File: src/sbsr_pkg.sv
// Notes on behaviour
// - Enabled status bits raise summary and request
// - Query shows summary, poll shows request
// - Status bits seven, three, two read zero
// - Request clears on poll; summary follows condition
// - Bit five summarises masked event register
// - Bit four: response ready until terminator sent
// - Bit one summarises masked trip register
// - Bit zero summarises masked state register
// - Poll bit is OR of masked status
// - Poll bit readable by its own query
// - Poll line and sense configured and released
// - Poll drives lines low only, never high
// - Talk with nothing to say: code 3
// - Queue full with pending response: code 2
// - Terminator or extra END pending: code 1
// - Power-on: masks, codes zero; events 128
// - Trip and state reflect conditions after reset
// - Clear-on-read registers also cleared by clear
// - Request and poll masks written and read
// - Event bit two flags query errors
// - Masks take any byte, read back
package sbsr_pkg;
  localparam int SBSR_W = 8;
  // Status byte positions
  localparam int SSB_STATE = 0;
  localparam int SSB_TRIP = 1;
  localparam int SSB_MAV = 4;
  localparam int SSB_ESB = 5;
  localparam int SSB_RQS = 6;
  // Event register positions
  localparam int ESR_OPC = 0;
  localparam int ESR_QRY = 2;
  localparam int ESR_EXE = 4;
  localparam int ESR_CMD = 5;
  localparam int ESR_PON = 7;
  localparam logic [7:0] ESR_USED = 8'hB5;
  localparam logic [7:0] ESR_RESET = 8'h80;
  localparam logic [7:0] ZERO8 = 8'h00;
  // Query error codes
  localparam logic [7:0] QE_INTERRUPTED = 8'h01;
  localparam logic [7:0] QE_DEADLOCK = 8'h02;
  localparam logic [7:0] QE_UNTERMINATED = 8'h03;
  // Poll configuration byte fields
  localparam int PPE_SENSE = 3;
  localparam int PPE_LINE_HI = 2;
  typedef enum logic [4:0] {
    SBSR_SRE_SET = 5'h00, SBSR_SRE_Q = 5'h01,
    SBSR_PRE_SET = 5'h02, SBSR_PRE_Q = 5'h03,
    SBSR_ESE_SET = 5'h04, SBSR_ESE_Q = 5'h05,
    SBSR_SMASK_SET = 5'h06, SBSR_SMASK_Q = 5'h07,
    SBSR_TMASK_SET = 5'h08, SBSR_TMASK_Q = 5'h09,
    SBSR_TRIP_Q = 5'h0A, SBSR_STATE_Q = 5'h0B,
    SBSR_EXEC_Q = 5'h0C, SBSR_QERR_Q = 5'h0D,
    SBSR_ESR_Q = 5'h0E, SBSR_SSB_Q = 5'h0F,
    SBSR_IST_Q = 5'h10, SBSR_CLS = 5'h11,
    SBSR_PPC = 5'h12, SBSR_PPE = 5'h13,
    SBSR_PPD = 5'h14, SBSR_PPU = 5'h15
  } sbsr_cmd_t;
  typedef enum logic [1:0] {
    SBSR_PP_IDLE = 2'b01,
    SBSR_PP_ARMED = 2'b10
  } sbsr_pp_t;
endpackage

File: src/sbsr_top.sv
`timescale 1ns/1ns
module sbsr_top import sbsr_pkg::*; (
  input wire logic clk,
  input wire logic rst,
  input wire logic cmd_valid,
  input wire sbsr_cmd_t cmd_code,
  input wire logic [7:0] cmd_data,
  output logic rsp_valid,
  output logic [7:0] rsp_data,
  input wire logic spoll_req,
  output logic spoll_valid,
  output logic [7:0] spoll_data,
  output logic srq,
  input wire logic ppoll,
  output logic [7:0] dio_out,
  output logic [7:0] dio_oe,
  input wire logic [7:0] trip_cond,
  input wire logic [7:0] state_cond,
  input wire logic opc_event,
  input wire logic cmd_err_event,
  input wire logic exec_err_valid,
  input wire logic [7:0] exec_err_in,
  input wire logic msg_ready,
  input wire logic rmt_sent,
  input wire logic talk_addr,
  input wire logic formatter_idle,
  input wire logic queue_empty,
  input wire logic queue_full,
  input wire logic resp_waiting,
  input wire logic term_parsed,
  input wire logic multi_end,
  output logic parser_reset,
  output logic formatter_reset
);
  // ==========================================
  // Registers
  logic [7:0] srq_mask;
  logic [7:0] pp_mask;
  logic [7:0] event_mask;
  logic [7:0] input_state_mask;
  logic [7:0] input_trip_mask;
  logic [7:0] input_trip_register;
  logic [7:0] event_reg;
  logic [7:0] execution_error_code;
  logic [7:0] query_protocol_error_code;
  logic mav;
  logic rqs;
  logic mss_q;
  logic [7:0] status_summary_byte;
  logic mss;
  logic ist;
  sbsr_pp_t pp_state;
  logic pp_enabled;
  logic pp_sense;
  logic [2:0] pp_line;

  wire logic wr = cmd_valid;
  wire logic clr = cmd_valid && cmd_code == SBSR_CLS;
  wire logic rd_trip = cmd_valid && cmd_code == SBSR_TRIP_Q;
  wire logic rd_esr = cmd_valid && cmd_code == SBSR_ESR_Q;
  wire logic rd_exec = cmd_valid && cmd_code == SBSR_EXEC_Q;
  wire logic rd_qerr = cmd_valid && cmd_code == SBSR_QERR_Q;

  // ==========================================
  // Query protocol errors
  wire logic qe_unterm = talk_addr && formatter_idle && queue_empty;
  wire logic qe_dead = queue_full && resp_waiting;
  wire logic qe_trip_summary_bit = (term_parsed || multi_end) && resp_waiting;
  wire logic qe_any = qe_unterm || qe_dead || qe_trip_summary_bit;

  // ==========================================
  // Summaries, all combinational; state bit from the live state_cond
  logic trip_sum;
  logic state_sum;
  logic esb;
  always_comb begin
    trip_sum = |(input_trip_register & input_trip_mask);
    state_sum = |(state_cond & input_state_mask);
    esb = |(event_reg & event_mask);
    status_summary_byte = ZERO8;
    status_summary_byte[SSB_STATE] = state_sum;
    status_summary_byte[SSB_TRIP] = trip_sum;
    status_summary_byte[SSB_MAV] = mav;
    status_summary_byte[SSB_ESB] = esb;
    // Bit six excluded from its own summary to avoid a loop
    mss = |(status_summary_byte & srq_mask);
    ist = |(status_summary_byte & pp_mask) || (mss && pp_mask[SSB_RQS]);
  end

  // ==========================================
  // Mask registers
  always_ff @(posedge clk) begin
    if (rst) begin
      srq_mask <= ZERO8;
      pp_mask <= ZERO8;
      event_mask <= ZERO8;
      input_state_mask <= ZERO8;
      input_trip_mask <= ZERO8;
    end else if (wr) begin
      case (cmd_code)
        SBSR_SRE_SET: srq_mask <= cmd_data;
        SBSR_PRE_SET: pp_mask <= cmd_data;
        SBSR_ESE_SET: event_mask <= cmd_data;
        SBSR_SMASK_SET: input_state_mask <= cmd_data;
        SBSR_TMASK_SET: input_trip_mask <= cmd_data;
        default: ;
      endcase
    end
  end

  // ==========================================
  // Trip register: sticky, reload live conditions on clear
  always_ff @(posedge clk) begin
    if (rst) begin
      input_trip_register <= ZERO8;
    end else if (rd_trip || clr) begin
      input_trip_register <= trip_cond;
    end else begin
      input_trip_register <= input_trip_register | trip_cond;
    end
  end

  // ==========================================
  // Event register; a new event wins over a clear
  logic [7:0] ev_set;
  always_comb begin
    ev_set = ZERO8;
    ev_set[ESR_OPC] = opc_event;
    ev_set[ESR_QRY] = qe_any;
    ev_set[ESR_EXE] = exec_err_valid && (exec_err_in != ZERO8);
    ev_set[ESR_CMD] = cmd_err_event;
  end
  always_ff @(posedge clk) begin
    if (rst) begin
      event_reg <= ESR_RESET;
    end else if (rd_esr || clr) begin
      event_reg <= ev_set;
    end else begin
      event_reg <= (event_reg | ev_set) & ESR_USED;
    end
  end

  // ==========================================
  // Execution error code
  always_ff @(posedge clk) begin
    if (rst) begin
      execution_error_code <= ZERO8;
    end else if (exec_err_valid && exec_err_in != ZERO8) begin
      execution_error_code <= exec_err_in;
    end else if (rd_exec || clr) begin
      execution_error_code <= ZERO8;
    end
  end

  // ==========================================
  // Query error code; unterminated outranks deadlock
  always_ff @(posedge clk) begin
    if (rst) begin
      query_protocol_error_code <= ZERO8;
    end else if (qe_unterm) begin
      query_protocol_error_code <= QE_UNTERMINATED;
    end else if (qe_dead) begin
      query_protocol_error_code <= QE_DEADLOCK;
    end else if (qe_trip_summary_bit) begin
      query_protocol_error_code <= QE_INTERRUPTED;
    end else if (rd_qerr || clr) begin
      query_protocol_error_code <= ZERO8;
    end
  end

  always_ff @(posedge clk) begin
    if (rst) begin
      parser_reset <= 1'b0;
      formatter_reset <= 1'b0;
    end else begin
      parser_reset <= qe_unterm;
      formatter_reset <= qe_dead || qe_trip_summary_bit;
    end
  end

  // ==========================================
  // Message available
  always_ff @(posedge clk) begin
    if (rst) begin
      mav <= 1'b0;
    end else if (msg_ready) begin
      mav <= 1'b1;
    end else if (rmt_sent || qe_dead || qe_trip_summary_bit) begin
      mav <= 1'b0;
    end
  end

  // ==========================================
  // Request service: set on a new summary, cleared by poll
  always_ff @(posedge clk) begin
    if (rst) begin
      mss_q <= 1'b0;
      rqs <= 1'b0;
    end else begin
      mss_q <= mss;
      if (mss && !mss_q) begin
        rqs <= 1'b1;
      end else if (spoll_req) begin
        rqs <= 1'b0;
      end
    end
  end
  assign srq = rqs;

  always_ff @(posedge clk) begin
    if (rst) begin
      spoll_valid <= 1'b0;
      spoll_data <= ZERO8;
    end else begin
      spoll_valid <= spoll_req;
      if (spoll_req) begin
        spoll_data <= status_summary_byte;
        spoll_data[SSB_RQS] <= rqs;
      end
    end
  end

  // ==========================================
  // Query answers, one cycle after the request
  always_ff @(posedge clk) begin
    if (rst) begin
      rsp_valid <= 1'b0;
      rsp_data <= ZERO8;
    end else begin
      rsp_valid <= 1'b0;
      if (cmd_valid) begin
        rsp_valid <= 1'b1;
        case (cmd_code)
          SBSR_SRE_Q: rsp_data <= srq_mask;
          SBSR_PRE_Q: rsp_data <= pp_mask;
          SBSR_ESE_Q: rsp_data <= event_mask;
          SBSR_SMASK_Q: rsp_data <= input_state_mask;
          SBSR_TMASK_Q: rsp_data <= input_trip_mask;
          SBSR_TRIP_Q: rsp_data <= input_trip_register;
          SBSR_STATE_Q: rsp_data <= state_cond;
          SBSR_EXEC_Q: rsp_data <= execution_error_code;
          SBSR_QERR_Q: rsp_data <= query_protocol_error_code;
          SBSR_ESR_Q: rsp_data <= event_reg;
          SBSR_SSB_Q: begin
            rsp_data <= status_summary_byte;
            rsp_data[SSB_RQS] <= mss;
          end
          SBSR_IST_Q: rsp_data <= {7'h00, ist};
          default: rsp_valid <= 1'b0;
        endcase
      end
    end
  end

  // ==========================================
  // Parallel poll configuration; enable only after configure
  always_ff @(posedge clk) begin
    if (rst) begin
      pp_state <= SBSR_PP_IDLE;
      pp_enabled <= 1'b0;
      pp_sense <= 1'b0;
      pp_line <= 3'h0;
    end else if (cmd_valid) begin
      if (cmd_code == SBSR_PPU) begin
        pp_enabled <= 1'b0;
        pp_state <= SBSR_PP_IDLE;
      end else begin
        case (pp_state)
          SBSR_PP_IDLE: begin
            if (cmd_code == SBSR_PPC) begin
              pp_state <= SBSR_PP_ARMED;
            end
          end
          SBSR_PP_ARMED: begin
            if (cmd_code == SBSR_PPE) begin
              pp_enabled <= 1'b1;
              pp_sense <= cmd_data[PPE_SENSE];
              pp_line <= cmd_data[PPE_LINE_HI:0];
            end else if (cmd_code == SBSR_PPD) begin
              pp_enabled <= 1'b0;
            end else if (cmd_code != SBSR_PPC) begin
              pp_state <= SBSR_PP_IDLE;
            end
          end
          default: pp_state <= SBSR_PP_IDLE;
        endcase
      end
    end
  end

  // Asserted (low) level is driven, the high level is left to the pull-up
  logic pp_drive;
  always_comb begin
    pp_drive = ppoll && pp_enabled && (ist == pp_sense);
    dio_out = ZERO8;
    dio_oe = ZERO8;
    dio_oe[pp_line] = pp_drive;
  end
endmodule

File: config.mk
export PLATFORM = sky130hd
export DESIGN_NAME = sbsr_top
export DESIGN_NICKNAME = d
export VERILOG_FILES = /design/src/sbsr_pkg.sv /design/src/sbsr_top.sv
export SDC_FILE = /design/constraint.sdc
export NUM_CORES = 1
export LEC_CHECK = 0
export ABC_AREA = 1
export BUFFER_PORTS_ARGS = -buffer_cell sky130_fd_sc_hd__buf_4
export CORE_MARGIN = 10
export CORE_UTILIZATION = 50
export CTS_CLUSTER_SIZE = 25
export DETAILED_ROUTE_END_ITERATION = 8
export PLACE_DENSITY = 0.74
export SYNTH_ARGS = -nofsm -noshare
export SYNTH_HDL_FRONTEND = slang
export SYNTH_SLANG_ARGS = --single-unit
File: constraint.sdc
create_clock -name clk -period 2.9 [get_ports clk]
set_input_delay 0.29 -clock clk [delete_from_list [all_inputs] [get_ports clk]]
set_output_delay 0.29 -clock clk [all_outputs]
set_load 0.05 [all_outputs]
==> run summary, run 1 <==
Crit path capture type - output port
Vias in the first global route - 4,236
Max-cap violation count - 0
Initial antenna violation count - 0
Internal power - 1.834 mW
Netlist cell types - 39
Maximum single-stage delay on the critical path - 0.33 ns
Comb power frac - 13.7%
Overflow after GRT - 0
Top cell type by total area after synthesis - dfxtp_1
DP Wirelength - 10,660 µm
Simple-gate share of the synthesized area - 29.30%
Number of synthesized flops with an enable pin - 0
Per-cell routed wire length - 16.46 µm
Lkg Pwr - 2.334 nW
Req. time, crit path - 2.61 ns
Cells taking the most area after synthesis - dfxtp_1, nand2_1, a21oi_1, inv_1, nand3_1
Total track usage - 20.81%
Mux cell area share after synthesis - 0%
Routed vias - 4,449
Slowest CP cell - dfxtp_1
Max transition margin - 30.28%
Clock share of power - 36.2%
Largest net degree at the start of global routing - 51
First-pass GRT wire length - 21,850 µm
Worst Hold Class - in -> reg
CP most frequent cell - nand2_1
Mapped Cells - 645
Worst slew pin tran - 1.045 ns
HP Start - spoll_req
Remaining DRCs - 0
Area Growth Syn to Fin - 19.55%
Sequential power share - 50.1%
Worst path cell trace - nand2_1 -> nand2_1 -> nor2_1 -> nand2_1 -> nand2_1 -> nand2_1 -> o21bai_1 -> nand2_1 -> nand2_1 -> nand4_1 -> nor2_1 -> buf_4
Worst-path clk slew - 0.10 ns
Reg-to-reg endpoint - rsp_data[0]
First DRT Iteration DRCs - 327
Largest family of logic cells by synthesized area - simple AND/OR/NAND/NOR gates
Vias/cell - 5.347
Post-CTS Setup Inserts - 0
Most used DFF post-synth - dfxtp_1
Status - finished, final reports clean
Synth Area in Compound Gates - 18.49%
Hold-fix buffers, CTS - 0
Routability cong. - 0.9498
# rows - 34
Die Area - 12,870 µm²
Slew Limit Fails - 0
Clk sinks - 90
Fmax - 384.0 MHz
Final design instance area without fill - 5218 µm²
Drt total wl - 13,690 µm
Die W - 113.4 µm
Synth top area share - 41.28%
CP startpoint kind - flop
ANT cells - 0
Cell family with most CP delay - simple AND/OR/NAND/NOR gates
Total placed cells including tap cells - 816
Maximum VDD drop - 290.3 µV
DRT antenna net count - 0
Buffers & Inverters on Critical Path - 1
RSZ-0062 raised after global routing - false
Synthesized flop and latch total - 90
Sequential area share after synthesis - 41.28%
Synth Area in Adders - 0%
Vert. Die Dim - 113.4 µm
Post-synthesis cell area - 4364 µm²
Num CTS Buffers - 9
Share of layout cells above drive strength 1 - 17.13%
Total core area - 8593 µm²
Minimum clock period - 2.604 ns
Post-synthesis xor/xnor area fraction - 0%
Crit Path Category - reg -> out
Clock Root Buffer - clkbuf_8
Setup crit start - input_trip_register[2]
CTS tree - built
CP arrival - 2.31 ns
Final Skew - 0.01851 ns
Pre-antenna DRT Iters - 6
Final Hold Vio Count - 0
I/O pin count - 91
Sw frac - 29.36%
Pwr dens - 497.7 nW/µm²
Final period util - 89.80%
H-Tree Depth - 3
Setup violations, final - 0
Post-synth ARST share - 0%
CTS Buffer Depth - 2
Nets - 773
Sum Neg Setup Slack - 0 ns
Initial Util - 50.79%
Non-Filler Instances - 832
Hold Path Stages - 2
Cells resized by post-CTS repair - 0
Synth Warn # - 0
Reg2Reg Depth - 12
Worst Hold End - spoll_data[4]
IO buf count - 79
R2r setup slk - 1.27 ns
Net switching power figure - 762.3 µW
Launching point of the worst reg2reg path - input_trip_register[2]
Clock latency on the worst-skew pair - 0.37 ns
Post-placement cell area - 4997 µm²
Max FO, Critical Path - 8
Synthesized area per cell - 6.766 µm²
power by group through the flow:
stage / sequential [mW] / combinational [mW] / clock (mW)
CTS: 1.30 / 0.353 / 0.949
global placement: 1.33 / 0.348 / 0
global route: 1.31 / 0.389 / 0.993
floorplan: 1.36 / 0.200 / 0
finish: 1.30 / 0.355 / 0.940
detailed placement: 1.33 / 0.352 / 0
layout by cell type, fill, tap and decap left out, types with 2 or more instances in the layout:
| cell type | instances |
|---|---|
| o211ai_1 | 3 |
| inv_1 | 75 |
| inv_6 | 2 |
| clkbuf_8 | 10 |
| nand2_2 | 4 |
| o21ai_1 | 2 |
| nand4_1 | 7 |
| nor2_1 | 59 |
| o21ai_0 | 46 |
| dfxtp_1 | 90 |
| buf_4 | 84 |
| nor2_2 | 5 |
| nor3_1 | 2 |
| inv_2 | 4 |
| nand3_1 | 52 |
| a21oi_1 | 75 |
| nor2_4 | 3 |
| nand2_1 | 155 |
| conb_1 | 11 |
| a21oi_2 | 2 |
| o22ai_1 | 13 |
cells in the mapped netlist (2+ instances only):
cell type,number
nor2_1,59
o211ai_1,3
dfxtp_1,90
buf_4,12
a21oi_1,75
nor3_1,2
o21ai_1,2
o22ai_1,13
nor2_4,3
nor2_2,5
a21oi_2,2
nand2_2,4
buf_1,2
nand4_1,7
inv_2,4
clkbuf_1,15
o21ai_0,46
nand2_1,155
inv_1,75
nand3_1,52
per-layer routing:
| metal | wire, µm | global-route usage (%) | up-vias |
|---|---|---|---|
| met5 | 0 | 0 | - |
| met1 | 5977 | 27.18 | 2023 |
| met4 | 316 | 7.191 | 0 |
| met2 | 6153 | 32.26 | 175 |
| li1 | - | - | 2226 |
| met3 | 1245 | 5.827 | 25 |
how the worst max path moves through the flow:
| stage | end | slack, ns | cells past startpoint |
|---|---|---|---|
| floorplan | dio_oe[0] | 0.73 | 11 |
| global placement | dio_oe[2] | 0.78 | 13 |
| detailed placement | dio_oe[5] | 0.60 | 13 |
| CTS | dio_oe[5] | 0.28 | 12 |
| global route | dio_oe[7] | 0.05 | 12 |
| finish | dio_oe[5] | 0.30 | 12 |
stage by stage:
stage / hold slack [ns] / util [%] / setup slack (ns) / total power [mW]
floorplan: 0.3977 / - / 0.7283 / 1.555
global placement: 0.4071 / 58.15 / 0.7773 / 1.677
detailed placement: 0.4168 / 58.15 / 0.6040 / 1.683
CTS: 0.1472 / 60.72 / 0.2832 / 2.604
global route: 0.1526 / 60.72 / 0.05362 / 2.689
finish: 0.1447 / 60.72 / 0.2958 / 2.597
kinds of logic after synthesis:
| group | count (synthesis) |
|---|---|
| flops | 90 |
| simple gates | 293 |
| compound gates | 150 |
| buf+inv | 111 |
| other cells | 1 |
layout make-up:
class                           instances  area, µm²
Fill cell                             846       3376
Tap cell                              108      135.1
Inverter                               80      302.8
Sequential cell                        90       1802
Clock inverter                          6      82.58
Clock buffer                           10      137.6
Timing Repair Buffer                   84      630.6
Multi-Input combinational cell        454       2127
Note: power is estimated with default switching activity, not from simulation.
==> inputs of run 2 (changes only) <==
- CTS_BUF_LIST: not set -> sky130_fd_sc_hd__clkbuf_8
- GPL_ROUTABILITY_DRIVEN: not set -> 0
==> run summary, run 2 (same netlist as run 1, synthesis figures left out) <==
Final Skew - 0.009600 ns
RSZ-0062 raised after global routing - false
# rows - 34
Pwr dens - 489.8 nW/µm²
CP arrival - 2.38 ns
Reg2Reg Depth - 12
Initial Util - 50.79%
Lkg Pwr - 2.315 nW
Per-cell routed wire length - 16.33 µm
Final Hold Vio Count - 0
Maximum VDD drop - 257.6 µV
Commonest non-fill, non-tap cells in the layout - nand2_1, dfxtp_1, buf_4
CP startpoint kind - flop
CP most frequent cell - nand2_1
Worst slew pin tran - 1.052 ns
Req. time, crit path - 2.61 ns
Worst-path clk slew - 0.09 ns
Num CTS Buffers - 9
Clock Root Buffer - clkbuf_8
Slowest CP cell - dfxtp_1
Remaining DRCs - 0
Highest metal used - met4
Met2 Wirelength - 6160 µm
Cells resized by post-CTS repair - 0
HP Start - spoll_req
Sum Neg Setup Slack - 0 ns
Die W - 113.4 µm
Max FO, Critical Path - 8
ANT cells - 0
Largest net degree at the start of global routing - 51
Clk sinks - 90
Hold-fix buffers, CTS - 0
First-pass GRT wire length - 21,670 µm
Worst path cell trace - nand2_1 -> nand2_1 -> nor2_1 -> nand2_1 -> nand2_1 -> nand2_1 -> o21bai_1 -> nand2_1 -> nand2_1 -> nand4_1 -> nor2_1 -> buf_4
Vias/cell - 5.489
R2r setup slk - 1.25 ns
IO buf count - 79
Total track usage - 20.70%
Commonest non-fill, non-tap cell in the layout - nand2_1
Area Growth Syn to Fin - 18.98%
Overflow after GRT - 0
Max transition margin - 29.78%
Crit Path Category - reg -> out
DRT antenna net count - 0
Drt total wl - 13,560 µm
First DRT Iteration DRCs - 393
Launching point of the worst reg2reg path - input_trip_register[6]
Reg-to-reg endpoint - rsp_data[0]
Final period util - 92.10%
Pre-antenna DRT Iters - 5
Routed vias - 4,556
Slew Limit Fails - 0
Final-layout fill cell count - 825
Worst Hold End - spoll_data[4]
Met3 Routed Length - 1330 µm
I/O pin count - 91
Max-cap violation count - 0
Crit path capture type - output port
Clock latency on the worst-skew pair - 0.37 ns
CTS tree - built
Share of layout cells above drive strength 1 - 16.90%
Total core area - 8593 µm²
DP Wirelength - 10,310 µm
Total power - 2.543 mW
Maximum single-stage delay on the critical path - 0.37 ns
H-Tree Depth - 3
CTS Buffer Depth - 2
Initial antenna violation count - 0
Fmax - 374.4 MHz
Die Area - 12,870 µm²
Setup violations, final - 0
Vert. Die Dim - 113.4 µm
Vias in the first global route - 4,374
Nets - 772
Status - finished, final reports clean
Met1 Wirelength - 5697 µm
Post-CTS Setup Inserts - 0
Minimum clock period - 2.671 ns
Hold Path Stages - 2
Worst Hold Class - in -> reg
==> run 2: cell count changes in the layout (fill, tap and decap cells not counted) <==
cell,previous run,this run
inv_6,2,1
inv_8,1,0
clkinvlp_4,1,2
clkinv_4,0,1
buf_4,84,83
clkbuf_8,10,9
==> run 2: cell type report <==
type | count | area, µm² | share of cell area [%]
multi-input combinational | 454 | 2127 | 40.96
sequential | 90 | 1802 | 34.70
timing repair buffer | 83 | 623.1 | 12.00
inverter | 80 | 302.8 | 5.831
tap | 108 | 135.1 | 2.602
clock buffer | 9 | 123.9 | 2.386
clock inverter | 6 | 78.83 | 1.518
==> run 2: per-stage QoR <==
stage | std cells | hold slack [ns] | util (%) | instance area [µm²] | setup WS [ns]
2_1_floorplan | 655 | 0.3977 | - | 4402 | 0.7283
3_3_place_gp | 815 | 0.4111 | 58.07 | 4990 | 0.8027
3_5_place_dp | 815 | 0.4241 | 58.07 | 4990 | 0.6391
4_1_cts | 830 | 0.1529 | 60.43 | 5192 | 0.2883
5_1_grt | 830 | 0.1597 | 60.43 | 5192 | 0.08381
6_report | 830 | 0.1636 | 60.43 | 5192 | 0.2292
==> run 2: worst max-delay path: cells and delay by family, from the launching register on <==
kind                   cells  cell delay [ns]
buffers and inverters      1             0.23
AND/OR/NAND/NOR           10             1.24
AO/OA/AOI/OAI              1             0.18
flip-flops                 1             0.37
==> run 2: where the power goes <==
group | internal [mW] | total (mW) | switching (mW)
Sequential | 1.28 | 1.30 | 0.0269
Clock | 0.405 | 0.884 | 0.479
Combinational | 0.116 | 0.356 | 0.240
==> run 2: worst max path at each step <==
stage                                start        end  slack (ns)
floorplan           input_trip_register[6]  dio_oe[0]        0.73
global placement             state_cond[1]  dio_oe[2]        0.80
detailed placement           state_cond[2]  dio_oe[6]        0.64
CTS                 input_trip_register[2]  dio_oe[6]        0.29
global route        input_trip_register[2]  dio_oe[6]        0.08
finish              input_trip_register[6]  dio_oe[6]        0.23
==> run 2: per-layer routing <==
metal | up-vias | GRT usage (%)
met2 | 228 | 32.72
met3 | 36 | 6.667
met1 | 2073 | 25.31
met4 | 0 | 8.883
met5 | - | 0
li1 | 2219 | -
==> inputs of run 3 (changes only) <==
- ABC_CLOCK_PERIOD_IN_PS: not set -> 2900
- CORE_MARGIN: 10 -> not set
- PLACE_DENSITY: 0.74 -> 0.79
==> run summary, run 3 (same netlist as run 1, synthesis figures left out) <==
Vias/cell - 5.518
Largest net degree at the start of global routing - 51
First-pass GRT wire length - 19,580 µm
First DRT Iteration DRCs - 549
Overflow after GRT - 0
Die Area - 9106 µm²
Hold Path Stages - 3
RSZ-0062 raised after global routing - false
Commonest non-fill, non-tap cells in the layout - nand2_1, dfxtp_1, buf_4
Status - finished, final reports clean
Crit path capture type - output port
# rows - 33
Slew Limit Fails - 0
Remaining DRCs - 0
Total track usage - 28.51%
Crit Path Category - reg -> out
Pwr dens - 474.7 nW/µm²
Max transition margin - 29.61%
Pre-antenna DRT Iters - 6
Max FO, Critical Path - 8
Final Skew - 0.006830 ns
Vert. Die Dim - 95.43 µm
Clock Root Buffer - clkbuf_8
Final Hold Vio Count - 0
Die W - 95.43 µm
ANT cells - 0
IO buf count - 79
Reg2Reg Depth - 12
Final period util - 89.64%
Worst Hold Class - in -> reg
Routed vias - 4,563
Lkg Pwr - 2.317 nW
Req. time, crit path - 2.61 ns
I/O pin count - 91
Setup violations, final - 0
Per-cell routed wire length - 15.16 µm
Initial antenna violation count - 0
Share of layout cells above drive strength 1 - 16.76%
Maximum VDD drop - 238.0 µV
Total core area - 8341 µm²
Post-CTS Setup Inserts - 0
CTS Buffer Depth - 2
CTS tree - built
Max-cap violation count - 0
Nets - 772
Final worst slack - 0.3006 ns
Vias in the first global route - 4,108
Drt total wl - 12,540 µm
CP arrival - 2.31 ns
H-Tree Depth - 3
Dpl ws - 0.6634 ns
Hold-fix buffers, CTS - 0
Clock latency on the worst-skew pair - 0.37 ns
Initial Util - 52.33%
DRT antenna net count - 0
Num CTS Buffers - 9
Sum Neg Setup Slack - 0 ns
CP startpoint kind - flop
Worst slew pin tran - 1.055 ns
Worst-path clk slew - 0.09 ns
Minimum clock period - 2.599 ns
Fmax - 384.7 MHz
Cells resized by post-CTS repair - 0
Area Growth Syn to Fin - 18.32%
Clk sinks - 90
Commonest non-fill, non-tap cell in the layout - nand2_1
DP Wirelength - 9381 µm
run 3: cell count changes in the layout (fill, tap and decap cells not counted), sizes merged:
cell	delta
bufinv	-1
clkbuf	+2
inv	+1
clkinvlp	-2
run 3: routing by layer:
metal | up-vias | routed length, µm | share of wire, % | track usage (%)
li1 | 2221 | - | - | -
met4 | 0 | 315 | 2.5 | 10.82
met2 | 243 | 5652 | 45 | 45.60
met1 | 2067 | 5383 | 43 | 37.61
met5 | - | 0 | 0 | 0
met3 | 32 | 1187 | 9.5 | 6.140
run 3: path summary, 6_finish.rpt:
path	start	endpoint	slack, ns
setup reg to reg	input_trip_register[6]	rsp_data[0]	1.27
setup / recovery	input_trip_register[6]	dio_oe[6]	0.30
hold reg to reg	mss_q	srq	0.43
hold / removal	cmd_err_event	event_reg[5]	0.16
run 3: stage by stage:
step                hold slack, ns  area (µm²)  power, mW  std cells  util, %
floorplan                   0.3977        4402      1.555        655        -
global placement            0.4125        4986      1.671        812    59.78
detailed placement          0.4185        4986      1.678        812    59.78
CTS                         0.1616        5164      2.444        827    61.91
global route                0.1609        5164      2.545        827    61.91
finish                      0.1641        5164      2.451        827    61.91
run 3: cell type report:
type                       instances  area (µm²)
fill                             779        3177
multi-input combinational        454        2127
sequential                        90        1802
timing repair buffer              83       623.1
inverter                          80       302.8
clock buffer                      11       151.4
tap                              105       131.4
clock inverter                     4       26.28
run 3: power by group:
group          switching [mW]  internal (mW)  leakage (nW)
clock network           0.439          0.354        0.0970
registers              0.0265           1.28         0.734
logic                   0.239          0.116          1.49
run 3: worst max-delay path: stages (launching register included):
cell      delay (ns)
dfxtp_1         0.36
nand2_1         0.08
nand2_1         0.05
nor2_1          0.10
nand2_1         0.14
nand2_1         0.09
nand2_1         0.08
o21bai_1        0.18
nand2_1         0.11
nand2_1         0.08
nand4_1         0.24
nor2_1          0.19
buf_4           0.22
